## config.mk

```make
export PLATFORM = sky130hd
export DESIGN_NAME = prpo_core
export DESIGN_NICKNAME = d
export VERILOG_FILES = /design/src/include/prpo_pkg.sv /design/src/hdl/prpo_cell.sv /design/src/hdl/prpo_core.sv
export VERILOG_INCLUDE_DIRS = /design/src /design/src/include
export SDC_FILE = /design/constraint.sdc
export NUM_CORES = 1
export LEC_CHECK = 0
export BUFFER_PORTS_ARGS = -buffer_cell sky130_fd_sc_hd__buf_2
export CAP_MARGIN = 0
export CORE_MARGIN = 5
export CORE_UTILIZATION = 50
export CTS_BUF_LIST = sky130_fd_sc_hd__clkbuf_4
export DETAILED_ROUTE_END_ITERATION = 16
export PLACE_DENSITY = 0.9
export RECOVER_POWER = 50
export SLEW_MARGIN = 10
export SYNTH_ARGS = -nofsm -noshare
export SYNTH_HDL_FRONTEND = slang
export SYNTH_SLANG_ARGS = --single-unit
```

## constraint.sdc

```tcl
create_clock -name CORE_CLK -period 2.7 [get_ports CORE_CLK]
set_input_delay 0.135 -clock CORE_CLK [delete_from_list [all_inputs] [get_ports CORE_CLK]]
set_output_delay 0.135 -clock CORE_CLK [all_outputs]
set_load 0.005 [all_outputs]
```

## src/include/prpo_params.svh

```systemverilog
`ifndef PRPO_PARAMS_SVH
`define PRPO_PARAMS_SVH

// power-up reset time in microseconds, longest allowed
`define PRPO_POWERUP_RESET_TIME_US 10
// core clock rate in MHz
`define PRPO_CLK_MHZ 50
// cycles for the power-up clear sweep (rounded down, at least one)
`define PRPO_POWERUP_CYCLES ((`PRPO_POWERUP_RESET_TIME_US * `PRPO_CLK_MHZ) < 1 ? 1 : \
    (`PRPO_POWERUP_RESET_TIME_US * `PRPO_CLK_MHZ))
// register count default
`define PRPO_NUM_REGS 8
// test-entry key, value arbitrary
`define PRPO_ENTRY_KEY 8'ha5
// mode codes on the test command pins
`define PRPO_CMD_PRELOAD 2'h1
`define PRPO_CMD_OBSERVE 2'h2
`define PRPO_CMD_EXIT 2'h3

`endif

```

## src/include/prpo_pkg.sv

```systemverilog
package prpo_pkg;
    // test mode state, gray codes along init -> run -> preload -> observe
    typedef enum logic [1:0] {
        PRPO_INIT = 2'b00,
        PRPO_RUN = 2'b01,
        PRPO_PRELOAD = 2'b11,
        PRPO_OBSERVE = 2'b10
    } prpo_mode_t;
endpackage

```

## src/hdl/prpo_cell.sv

```systemverilog
`timescale 1ns/1ps
`include "prpo_params.svh"

// one macrocell register: power-up clear, pin preload and clock-enabled function input
module prpo_cell (
    input wire logic clk, // core clock
    input wire logic reset, // synchronous reset, high
    input wire logic clear, // power-up clear
    input wire logic load, // preload from pin
    input wire logic pin_in, // pin value for preload
    input wire logic d_in, // product-term sum
    input wire logic func_en, // normal clock enable
    output logic q // register content
);
    logic next_q;

    // register next value: clear beats load beats function
    always_comb begin
        next_q = q;
        if (clear) begin
            next_q = 1'b0;
        end else if (load) begin
            next_q = pin_in;
        end else if (func_en) begin
            next_q = d_in;
        end
    end

    always_ff @(posedge clk) begin
        if (reset) begin
            q <= 1'b0;
        end else begin
            q <= next_q;
        end
    end
endmodule // prpo_cell

```

## src/hdl/prpo_core.sv

```systemverilog
`timescale 1ns/1ps
`include "prpo_params.svh"

module prpo_core
    import prpo_pkg::*;
#(
    parameter int NUM_REGS = `PRPO_NUM_REGS, // macrocell count
    parameter int POWERUP_CYCLES = `PRPO_POWERUP_CYCLES // clear sweep length
) (
    input wire logic CORE_CLK, // core clock
    input wire logic RESET, // synchronous reset, high
    input wire logic [NUM_REGS-1:0] PIN_IN, // pin input levels
    input wire logic [NUM_REGS-1:0] TERM_IN, // product-term sums from the array
    input wire logic [NUM_REGS-1:0] COMB_CFG, // 1 = combinatorial output
    input wire logic [NUM_REGS-1:0] POL_CFG, // 1 = invert output
    input wire logic [NUM_REGS-1:0] OE_FUNC, // functional output enables
    input wire logic CLK_EN, // functional register clock enable
    input wire logic [7:0] TEST_KEY, // test-entry key
    input wire logic [1:0] TEST_CMD, // test command
    input wire logic TEST_STB, // one-cycle command strobe
    output logic [NUM_REGS-1:0] PIN_OUT, // pin output levels
    output logic [NUM_REGS-1:0] PIN_OE, // pin drive enables, high drives
    output logic [NUM_REGS-1:0] REG_Q, // register contents to the array feedback
    output logic TEST_ACTIVE, // preload or observe in progress
    output logic INIT_DONE // power-up clear finished
);
    import prpo_pkg::*;

    // refuse sizes that the counters and vectors cannot serve
    if (NUM_REGS < 1 || NUM_REGS > 256) begin : g_bad_regs
        $error("NUM_REGS out of range");
    end
    if (POWERUP_CYCLES < 1) begin : g_bad_sweep
        $error("POWERUP_CYCLES must be positive");
    end
    // a longer sweep would overrun the power-up reset time
    if (POWERUP_CYCLES > `PRPO_POWERUP_RESET_TIME_US * `PRPO_CLK_MHZ) begin : g_long_sweep
        $error("POWERUP_CYCLES exceeds the power-up reset time");
    end

    localparam int CW = $clog2(POWERUP_CYCLES + 1);

    // =========================================================
    // mode control
    prpo_mode_t mode, next_mode;
    logic [CW-1:0] init_cnt, next_init_cnt;
    logic key_ok;

    assign key_ok = TEST_STB && (TEST_KEY == `PRPO_ENTRY_KEY);

    // keyed command steps between run, preload and observe
    always_comb begin
        next_mode = mode;
        next_init_cnt = init_cnt;
        unique case (mode)
            PRPO_INIT: begin
                // counts the sweep; cleared cells are held low throughout
                if (init_cnt == CW'(POWERUP_CYCLES - 1)) begin
                    next_mode = PRPO_RUN;
                end else begin
                    next_init_cnt = init_cnt + CW'(1);
                end
            end
            PRPO_RUN, PRPO_PRELOAD, PRPO_OBSERVE: begin
                if (key_ok) begin
                    if (TEST_CMD == `PRPO_CMD_PRELOAD) begin
                        next_mode = PRPO_PRELOAD;
                    end else if (TEST_CMD == `PRPO_CMD_OBSERVE) begin
                        next_mode = PRPO_OBSERVE;
                    end else if (TEST_CMD == `PRPO_CMD_EXIT) begin
                        next_mode = PRPO_RUN;
                    end
                end
            end
        endcase
    end

    always_ff @(posedge CORE_CLK) begin
        if (RESET) begin
            mode <= PRPO_INIT;
            init_cnt <= '0;
        end else begin
            mode <= next_mode;
            init_cnt <= next_init_cnt;
        end
    end

    // =========================================================
    // macrocells
    logic [NUM_REGS-1:0] q;
    logic clearing, loading, testing, run_en;

    assign clearing = (mode == PRPO_INIT);
    assign loading = (mode == PRPO_PRELOAD);
    assign testing = (mode == PRPO_PRELOAD) || (mode == PRPO_OBSERVE);
    // registers hold during observe so the tester sees stable data
    assign run_en = (mode == PRPO_RUN) && CLK_EN;

    for (genvar i = 0; i < NUM_REGS; i++) begin : g_cell
        logic d_sel;
        // combinatorial cells feed zero into the register while testing
        assign d_sel = (COMB_CFG[i] && testing) ? 1'b0 : TERM_IN[i];
        prpo_cell u_cell (
            .clk(CORE_CLK),
            .reset(RESET),
            .clear(clearing),
            .load(loading),
            .pin_in(PIN_IN[i]),
            .d_in(d_sel),
            .func_en(run_en),
            .q(q[i])
        );
    end

    // =========================================================
    // output stage, registered so pins come from flip-flops
    logic [NUM_REGS-1:0] next_pin_out, next_pin_oe;
    logic next_active, next_done;

    // a combinatorial cell shows TERM_IN only outside test; one cycle of latency
    always_comb begin
        for (int k = 0; k < NUM_REGS; k++) begin
            if (COMB_CFG[k] && !testing && !clearing) begin
                next_pin_out[k] = TERM_IN[k] ^ POL_CFG[k];
            end else begin
                next_pin_out[k] = q[k] ^ POL_CFG[k];
            end
        end
        // preload needs the pins free for the tester
        if (mode == PRPO_OBSERVE) begin
            next_pin_oe = '1;
        end else if (mode == PRPO_RUN) begin
            next_pin_oe = OE_FUNC;
        end else begin
            next_pin_oe = '0;
        end
        next_active = testing;
        next_done = (mode != PRPO_INIT);
    end

    always_ff @(posedge CORE_CLK) begin
        if (RESET) begin
            PIN_OUT <= '0;
            PIN_OE <= '0;
            REG_Q <= '0;
            TEST_ACTIVE <= 1'b0;
            INIT_DONE <= 1'b0;
        end else begin
            PIN_OUT <= next_pin_out;
            PIN_OE <= next_pin_oe;
            REG_Q <= q;
            TEST_ACTIVE <= next_active;
            INIT_DONE <= next_done;
        end
    end

    // =========================================================
    // checks
    // cycles since reset release, saturating; one bit wider than the sweep counter so the bound always fits
    logic [CW:0] since_rst, next_since_rst;

    always_comb begin
        next_since_rst = since_rst;
        if (since_rst != '1) begin
            next_since_rst = since_rst + (CW+1)'(1);
        end
    end

    always_ff @(posedge CORE_CLK) begin
        if (RESET) begin
            since_rst <= '0;
        end else begin
            since_rst <= next_since_rst;
        end
    end

    // one property per device-side rule; reset disables every check

    a_clear_low: assert property (@(posedge CORE_CLK) disable iff (RESET)
        (mode == PRPO_INIT) |=> (q == '0)) else $error("register not cleared during power-up");
    a_init_bound: assert property (@(posedge CORE_CLK) disable iff (RESET)
        (since_rst > (CW+1)'(POWERUP_CYCLES)) |-> INIT_DONE) else $error("power-up clear too long");
    a_init_quiet: assert property (@(posedge CORE_CLK) disable iff (RESET)
        clearing |=> (PIN_OE == '0) && !TEST_ACTIVE) else $error("pins driven during power-up clear");
    a_preload_loads: assert property (@(posedge CORE_CLK) disable iff (RESET)
        (mode == PRPO_PRELOAD) |=> (q == $past(PIN_IN))) else $error("preload did not load pins");
    a_observe_drive: assert property (@(posedge CORE_CLK) disable iff (RESET)
        (mode == PRPO_OBSERVE) |=> (PIN_OE == '1) && (PIN_OUT == ($past(q) ^ $past(POL_CFG))))
        else $error("observe did not drive register contents");
    a_comb_forced: assert property (@(posedge CORE_CLK) disable iff (RESET)
        testing |=> (PIN_OUT == ($past(q) ^ $past(POL_CFG)))) else $error("comb output not registered in test");
    a_comb_restore: assert property (@(posedge CORE_CLK) disable iff (RESET)
        (mode == PRPO_RUN) && (COMB_CFG[0]) |=> (PIN_OUT[0] == ($past(TERM_IN[0]) ^ $past(POL_CFG[0]))))
        else $error("comb output not restored");
    // the exit edge of a preload is still a preload edge, so the pins land there once more
    a_exit_keeps: assert property (@(posedge CORE_CLK) disable iff (RESET)
        testing && key_ok && (TEST_CMD == `PRPO_CMD_EXIT) |=> (mode == PRPO_RUN) &&
        (q == (($past(mode) == PRPO_PRELOAD) ? $past(PIN_IN) : $past(q))))
        else $error("exit lost contents");
    a_no_stray_entry: assert property (@(posedge CORE_CLK) disable iff (RESET)
        (mode == PRPO_RUN) && !key_ok |=> (mode == PRPO_RUN)) else $error("test mode entered without key");

    a_observe_hold: assert property (@(posedge CORE_CLK) disable iff (RESET)
        (mode == PRPO_OBSERVE) |=> (q == $past(q))) else $error("register changed during observe");
    a_preload_float: assert property (@(posedge CORE_CLK) disable iff (RESET)
        (mode == PRPO_PRELOAD) |=> (PIN_OE == '0)) else $error("pins driven during preload");
    a_run_hold: assert property (@(posedge CORE_CLK) disable iff (RESET)
        (mode == PRPO_RUN) && !CLK_EN |=> (q == $past(q))) else $error("register moved without clock enable");
    a_terms_zero: assert property (@(posedge CORE_CLK) disable iff (RESET)
        testing && COMB_CFG[0] |-> (g_cell[0].d_sel == 1'b0)) else $error("product terms not held at zero");

    // main scenarios: preload and observe reached, direct preload to observe, and the way back
    c_preload: cover property (@(posedge CORE_CLK) disable iff (RESET) mode == PRPO_PRELOAD);
    c_direct_observe: cover property (@(posedge CORE_CLK) disable iff (RESET)
        (mode == PRPO_PRELOAD) ##1 (mode == PRPO_OBSERVE));
    c_observe: cover property (@(posedge CORE_CLK) disable iff (RESET) mode == PRPO_OBSERVE);
    c_back_run: cover property (@(posedge CORE_CLK) disable iff (RESET)
        (mode == PRPO_OBSERVE) ##1 (mode == PRPO_RUN));
endmodule // prpo_core

```

==> results.ini, run 1 <==
[timing]
timing.final.max_slew_violations=0
fin_tns_setup_ns=0
whs_ns=0.0108
rsz0062_at_grt=false
max_freq_mhz=532
period_share=0.697
setup_violations=0
finClkSkew_ns=0.0118
worst_slack_ns=0.819
slew_headroom=0.546
finalHoldViolCount=0
min_period_ns=1.88
worst_slew_pin_slew_ns=0.679

[clock_network]
cts_sinks=45
clkLatencyLatePin_ns=0.37
tritoncts=done
postCtsSetupBuffers=0
clk_pin_slew_ns=0.12
cts_inserted_buffers=5
cts_root_buf=clkbuf_4
max-clock-path-buffers=2
htreeDepth=2

[power_and_ir_drop]
p_sw_frac=0.228
p_leak_nw=1.09
power.internal_w=0.000859
power_density_nw_per_um2=469
ir_worst_vdd_mv=0.249
pwr-share-seq=0.610
comb_power_share=0.086
switching_power_w=0.000254
pwr-share-clk=0.304

[floorplanning]
die-area_um2=5050
die_h_um=71.1
row_count=22
die_w_um=71.1
io_pins=80
core_area_um2=3630
initial_core_util=0.513

[placement]
hpwl_mm=3.30
portBuffers=79
gp_congestion=0.762
dp_slack_ns=0.847

[global_route]
use_met3=0.0682
grt_start_max_net_pins=38
met1_usage=0.211
grtUsageMet2=0.303
overflow=0
antenna_found_initial=0
grt_pass1_wl_mm=7.33
grt.busiest_layer=met2
grt_pass1_vias=1670
track_usage=0.186

[worst_hold_path]
min_path_type=primary input to register
whs_path_depth=3

[cells_and_area]
syn_to_final_growth_pct=27.3
layout_commonest_cell=buf_2
drive_gt1_frac=0.282
n_antenna_cell=0
nFillCells=325
final_cell_mix=buf_2, dfxtp_1, nor2_1
layout.nets=343

[routing]
ant_nets=0
drc=0
drt_pass1_iterations=4
drt_iter0_markers=82
drt-total-wl_mm=4.43
vias=1719
routedWlPerCell_um=13.2
viasPerCell=5.13

[logic_synthesis]
synthDistinctLibCells=31
synth_top_area_frac=0.483
synth_area_leader_cell=dfxtp_1
synth_area_per_cell_um2=9.06
ys_seq_elements=45
syn-cell-area_um2=1870
synth_nets=263
synthCells=206
synth_area_leaders=dfxtp_1, xor2_1, nor2_1
seq_area_frac_synth=0.483
synth_warnings=0

[worst_setup_path]
cp.arrival_ns=2.16
end_kind=register
worstPathMaxFanout=23
rr_worst_depth=4
required_ns=2.98
startpoint_type=register
criticalPathCategory=register to register

[job]
cap_violations=0

[run_status]
status=completed

==> cell families (layout without fill, tap and decap cells) <==
logic type      Yosys count  in the layout  share of synthesized area
simple gates             79             79                      0.225
flops                    45             45                      0.483
compound gates           40             40                      0.119
xor+xnor                 16             16                     0.0751
buf+inv                  14             95                     0.0302
mux                       9              9                     0.0483
fa+ha+maj                 3              3                     0.0201
==> power groups by stage <==
stage / clock network, W / registers [W] / logic (W)
finish: 0.000338 / 0.000679 / 0.0000955
floorplan: 0 / 0.000694 / 0.0000356
CTS: 0.000343 / 0.000679 / 0.0000943
global route: 0.000375 / 0.000681 / 0.000108
global placement: 0 / 0.000694 / 0.0000880
detailed placement: 0 / 0.000694 / 0.0000908
==> synth_stat cells (all sizes together) <==
cell type and number:
dfxtp 45, nor2 29, nand2 18, o21ai 17
a21oi 16, xor2 16, nor2b 10, mux2i 9
nand3b 8, buf 7, clkbuf 4, nand4 4
ha 3, inv 3, nand2b 2, a21boi 1
a22o 1, a311oi 1, a31oi 1, and3 1
and4bb 1, nand4b 1, nand4bb 1, nor3 1
nor4 1, nor4b 1, o211ai 1, o21a 1
o21ba 1, or3b 1
==> flip-flops by register name (all words and copies together), names as in the netlist <==
register / flops
g_cell.u_cell.q: 8
REG_Q: 8
mode: 2
PIN_OUT: 8
PIN_OE: 8
INIT_DONE: 1
TEST_ACTIVE: 1
init_cnt: 9
==> final cells by class <==
type	count	area, um^2	share of cell area
Multi-Input combinational cell	147	908	0.383
Sequential cell	45	901	0.379
Timing Repair Buffer	84	434	0.183
Clock buffer	8	60.1	0.0253
Tap cell	48	60.1	0.0253
Inverter	3	11.3	0.00474
==> through the flow <==
stage,cell area (um^2),power (W),cells,util
4_1_cts,2370,0.00112,333,0.651
2_1_floorplan,1870,0.000730,206,-
3_3_place_gp,2280,0.000782,322,0.626
5_1_grt,2370,0.00116,335,0.654
3_5_place_dp,2280,0.000785,322,0.626
6_report,2370,0.00111,335,0.654
==> timing repair <==
item | 4_1_cts | 5_1_grt
hold buffers | 3 | 2
endpoints found under the hold margin | 3 | 2
resized for setup | 0 | 0
==> per-layer routing <==
metal / wire length, um / vias up
li1: - / 855
met4: 102 / 0
met3: 436 / 10
met5: 0 / -
met2: 2090 / 78
met1: 1800 / 776
==> path summary, 6_finish.rpt <==
kind | startpoint | to | slack, ns
hold / removal | OE_FUNC[4] | PIN_OE[4]$_SDFF_PP0_ | 0.01
setup reg to reg | mode[0]$_SDFFE_PP0P_ | mode[1]$_SDFFE_PP0P_ | 0.82
hold reg to reg | g_cell[1].u_cell.q$_SDFFE_PP0P_ | REG_Q[1]$_SDFF_PP0_ | 0.49
setup / recovery | mode[0]$_SDFFE_PP0P_ | mode[1]$_SDFFE_PP0P_ | 0.82
==> worst max-delay path, cell delays in order, from the launching register on <==
cell	delay [ns]
dfxtp_1	0.78
nor2_1	0.27
nor4b_4	0.33
a31oi_1	0.13
a311oi_1	0.28
No activity file was read; power rests on OpenSTA's default activity.
==> run 2, diff against run 1 <==
- CORE_UTILIZATION: 50 -> 49
- PLACE_DENSITY: 0.9 -> 0.89
- clock period: 2.7 -> 1.9 ns (I/O delays scaled with it)
==> run 2 against run 1 <==
Net effect: highest routed layer unchanged; non-clock buffer count rose by 14; fmax rose by 22%; combinational power rose by 61%; critical path type unchanged.
==> results.ini, run 2 (same netlist as run 1, synthesis figures left out) <==
[worst_setup_path]
ff2ff_setup_slack_ns=0.35
cp.arrival_ns=1.80
required_ns=2.16
max_stage_delay_ns=0.40
worstPathMaxFanout=5
slowest_stage=dfxtp_1
worstPathCellList=ha_1, nand4bb_1, o21ai_0, mux2i_1, nor2_1
rr_worst_depth=5
end_kind=register
criticalPathCategory=register to register
r2r-start=init_cnt[0]$_SDFFE_PP0P_
startpoint_type=register
r2r_end=init_cnt[1]$_SDFFE_PP0P_
path_delay_family=flip-flops
crit_buf_inv=0

[routing]
routedWlPerCell_um=13.4
ant_nets=0
drt-total-wl_mm=4.67
drc=0
drt_iter0_markers=107
vias=1735
drt_pass1_iterations=4
viasPerCell=4.97

[cells_and_area]
largest_reg_flops=9
drive_gt1_frac=0.246
nFillCells=307
layout.nets=357
final_cell_mix=buf_2, dfxtp_1, nor2_1
fin_util=0.675
regMostFlops=init_cnt
n_antenna_cell=0
layout_commonest_cell=buf_2
syn_to_final_growth_pct=33.5

[floorplanning]
io_pins=80
die_w_um=71.7
die-area_um2=5140
die_h_um=71.7
row_count=22
initial_core_util=0.506
core_area_um2=3690

[global_route]
grt_pass1_vias=1742
antenna_found_initial=0
grt_pass1_wl_mm=7.64
track_usage=0.188
overflow=0
grt_start_max_net_pins=22

[worst_hold_path]
min_path_type=primary input to register
whs_path_depth=3
whs_endpoint=g_cell[4].u_cell.q$_SDFFE_PP0P_
holdCritStartpoint=PIN_IN[4]

[power_and_ir_drop]
pwr-share-seq=0.613
p_leak_nw=1.11
power.internal_w=0.00120
ir_worst_vdd_mv=0.298
switching_power_w=0.000372
power_density_nw_per_um2=632
p_sw_frac=0.236
comb_power_share=0.098
pwr-share-clk=0.289

[timing]
finClkSkew_ns=0.0121
fin_tns_setup_ns=0
period_share=0.813
slew_headroom=0.661
setup_violations=0
min_period_ns=1.55
max_freq_mhz=647
timing.final.max_slew_violations=0
worst_slew_pin_slew_ns=0.508
rsz0062_at_grt=false
finalHoldViolCount=0

[placement]
hpwl_mm=3.22
portBuffers=79
gp_congestion=0.873

[clock_network]
tritoncts=done
htreeDepth=2
max-clock-path-buffers=2
cts_hold_buf=16
postCtsSetupBuffers=0
clkLatencyLatePin_ns=0.36
cts_root_buf=clkbuf_4
clk_pin_slew_ns=0.13
ctsResizeCount=0
cts_inserted_buffers=5
cts_sinks=45

[job]
cap_violations=0

[run_status]
status=completed

==> run 2: changes by cell type in the layout (fill, tap and decap cells not counted) <==
cell / before / now
dlygate4sd3_1: 5 / 16
buf_2: 70 / 60
clkbuf_1: 8 / 17
buf_4: 0 / 3
clkbuf_4: 8 / 6
clkinv_2: 0 / 2
buf_1: 1 / 2
==> run 2: area by class of cell <==
| type | count | area (um^2) | share of cell area |
|---|---|---|---|
| multi-input combinational | 147 | 908 | 0.365 |
| sequential | 45 | 901 | 0.362 |
| timing repair buffer | 98 | 554 | 0.223 |
| tap | 48 | 60.1 | 0.0241 |
| clock buffer | 6 | 45.0 | 0.0181 |
| inverter | 3 | 11.3 | 0.00452 |
| clock inverter | 2 | 10.0 | 0.00402 |
==> run 2: routing by layer <==
metal | routed length [um] | vias up | track usage
met5 | 0 | - | 0
met4 | 142 | 0 | 0.0960
met3 | 371 | 13 | 0.0491
met2 | 2290 | 62 | 0.323
met1 | 1870 | 778 | 0.212
li1 | - | 882 | -
==> run 2: worst max path at each step <==
stage               slack (ns)                      from  cells past startpoint                        to
floorplan                 0.51  init_cnt[0]$_SDFFE_PP0P_                      5  init_cnt[1]$_SDFFE_PP0P_
global placement          0.46  init_cnt[0]$_SDFFE_PP0P_                      5  init_cnt[1]$_SDFFE_PP0P_
detailed placement        0.38  init_cnt[0]$_SDFFE_PP0P_                      5  init_cnt[1]$_SDFFE_PP0P_
CTS                       0.35  init_cnt[0]$_SDFFE_PP0P_                      5  init_cnt[1]$_SDFFE_PP0P_
global route              0.18  init_cnt[0]$_SDFFE_PP0P_                      5  init_cnt[1]$_SDFFE_PP0P_
finish                    0.35  init_cnt[0]$_SDFFE_PP0P_                      5  init_cnt[1]$_SDFFE_PP0P_
==> run 2: worst min-delay path: stages <==
cell and delay [ns]:
buf_2 0.07, o21ai_0 0.06, a21oi_1 0.13
==> run 2: metrics by stage <==
step / instances / setup WS, ns / total power (W) / hold slack (ns) / instance area [um^2]
after floorplan: 206 / 0.514 / 0.00104 / 0.235 / 1870
after global placement: 325 / 0.459 / 0.00111 / 0.340 / 2300
after detailed placement: 325 / 0.380 / 0.00111 / 0.342 / 2300
after CTS: 349 / 0.351 / 0.00158 / 0.0322 / 2510
after global routing: 349 / 0.177 / 0.00164 / 0.0319 / 2490
final: 349 / 0.355 / 0.00157 / 0.0318 / 2490
==> run 2: power groups by stage <==
stage          combinational, W  sequential [W]  clock, W
2_1_floorplan         0.0000506        0.000987         0
3_3_place_gp           0.000126        0.000986         0
3_5_place_dp           0.000129        0.000986         0
4_1_cts                0.000154        0.000965  0.000462
5_1_grt                0.000172        0.000968  0.000496
6_report               0.000154        0.000965  0.000454
==> run 3, diff against run 2 <==
- clock period: 1.9 -> 1.5 ns (I/O delays scaled with it)
==> run 3 against run 2 <==
Net effect: via count grew 1.3%; first-iteration DRC count is 71% higher; clock power is 31% higher; routed wire length down 2.2%; clock-buffer cell count rose by 1; clock skew increased by 0.0021 ns; critical path type unchanged; sequential share of layout area is 0.79 points lower; critical endpoint is now mode[1]$_SDFFE_PP0P_; fmax grew 11%; setup slack got worse by 0.25 ns.
==> results.ini, run 3 (same netlist as run 1, synthesis figures left out) <==
[floorplanning]
initial_core_util=0.506
die_w_um=71.7
die_h_um=71.7
io_pins=80
core_area_um2=3690
die-area_um2=5140
row_count=22

[worst_setup_path]
r2r-start=mode[0]$_SDFFE_PP0P_
ff2ff_setup_slack_ns=0.10
criticalPathCategory=register to register
required_ns=1.76
cp.arrival_ns=1.65
worstPathMaxFanout=5
startpoint_type=register
rr_worst_depth=5
crit_buf_inv=1
r2r_end=mode[1]$_SDFFE_PP0P_
end_kind=register
path_delay_family=compound AO/OA/AOI/OAI gates
slowest_stage=dfxtp_2
worstPathCellList=nor2_1, buf_4, nor4b_4, a31oi_1, a311oi_1
max_stage_delay_ns=0.37

[cells_and_area]
fin_cells=355
n_antenna_cell=0
regMostFlops=init_cnt
fin_util=0.693
final_area_um2=2560
largest_reg_flops=9
final_cell_mix=buf_2, dfxtp_1, nor2_1
drive_gt1_frac=0.283
syn_to_final_growth_pct=37.0
layout_commonest_cell=buf_2
layout.nets=363

[clock_network]
htreeDepth=2
cts_root_buf=clkbuf_4
clk_pin_slew_ns=0.13
cts_sinks=45
max-clock-path-buffers=2
cts_inserted_buffers=5
clkLatencyLatePin_ns=0.36
tritoncts=done

[global_route]
overflow=0
grt_pass1_wl_mm=7.51
track_usage=0.185
antenna_found_initial=0
grt_pass1_vias=1767
grt_start_max_net_pins=37

[timing]
max_freq_mhz=716
slew_headroom=0.707
min_period_ns=1.40
timing.final.max_slew_violations=0
whs_ns=0.00999
worst_slew_pin_slew_ns=0.438
finClkSkew_ns=0.0142
period_share=0.932
setup_violations=0
finalHoldViolCount=0

[power_and_ir_drop]
p_sw_frac=0.231
switching_power_w=0.000467
pwr-share-seq=0.606
ir_worst_vdd_mv=0.511
power_density_nw_per_um2=790
power.internal_w=0.00155
p_leak_nw=1.15
comb_power_share=0.100
finalPower_w=0.00202
pwr-share-clk=0.294

[placement]
hpwl_mm=3.26
placedCellCount=330
gp_congestion=0.789
place_area_um2=2340
portBuffers=79

[routing]
drc=0
viasPerCell=4.95
drt_pass1_iterations=4
drt_iter0_markers=183
ant_nets=0
vias=1757
drt-total-wl_mm=4.57
routedWlPerCell_um=12.9

[worst_hold_path]
holdCritStartpoint=PIN_IN[0]
min_path_type=primary input to register
whs_path_depth=3
whs_endpoint=g_cell[0].u_cell.q$_SDFFE_PP0P_

[job]
cap_violations=0

[run_status]
status=completed

==> run 3: cell types whose count changed in the layout (fill, tap and decap cells not counted), sizes merged <==
cell         previous run  this run
buf                    65        72
clkbuf                 23        22
clkinv                  2         0
clkinvlp                0         1
dlygate4sd3            16        17
==> run 3: worst register-to-register path, stage by stage (launching register included) <==
cell,delay (ns)
dfxtp_2,0.37
nor2_1,0.10
buf_4,0.16
nor4b_4,0.28
a31oi_1,0.14
a311oi_1,0.25
==> run 3: worst max path at each step <==
stage | from | endpoint | slack [ns] | cells after the start
5_1_grt | init_cnt[1]$_SDFFE_PP0P_ | init_cnt[1]$_SDFFE_PP0P_ | -0.03 | 5
4_1_cts | init_cnt[1]$_SDFFE_PP0P_ | init_cnt[1]$_SDFFE_PP0P_ | 0.06 | 5
2_1_floorplan | init_cnt[0]$_SDFFE_PP0P_ | init_cnt[1]$_SDFFE_PP0P_ | 0.11 | 5
3_5_place_dp | init_cnt[1]$_SDFFE_PP0P_ | init_cnt[1]$_SDFFE_PP0P_ | -0.006 | 5
6_report | mode[0]$_SDFFE_PP0P_ | mode[1]$_SDFFE_PP0P_ | 0.10 | 5
3_3_place_gp | init_cnt[1]$_SDFFE_PP0P_ | init_cnt[1]$_SDFFE_PP0P_ | 0.07 | 5
==> run 3: power groups by stage <==
stage	registers, W	clock network [W]	logic, W
6_report	0.00122	0.000594	0.000202
5_1_grt	0.00123	0.000666	0.000226
4_1_cts	0.00122	0.000606	0.000202
3_5_place_dp	0.00125	0	0.000167
3_3_place_gp	0.00125	0	0.000162
2_1_floorplan	0.00125	0	0.0000641
==> run 3: timing repair <==
item / 4_1_cts / 5_1_grt
hold buffers: 17 / 0
endpoints found under the setup margin: 1 / 3
setup buffers: 0 / 0
endpoints found under the hold margin: 17 / 0
pin swaps: 0 / 1
resized for setup: 1 / 5
==> run 3: per-stage QoR <==
stage / setup TNS (ns) / setup WS, ns
global placement: 0 / 0.0694
floorplan: 0 / 0.114
CTS: 0 / 0.0632
global route: -0.0264 / -0.0264
detailed placement: -0.00610 / -0.00610
finish: 0 / 0.103
==> run 3: final cells by class <==
type,count,area [um^2]
timing repair buffer,104,606
tap,48,60.1
inverter,3,11.3
fill,304,1130
clock buffer,7,52.6
sequential,45,905
clock inverter,1,7.51
multi-input combinational,147,915
==> run 3: routing by layer <==
layer,track usage,part of all wire
met2,0.300,0.48
met5,0,0
met4,0.111,0.021
met1,0.218,0.41
met3,0.0491,0.082
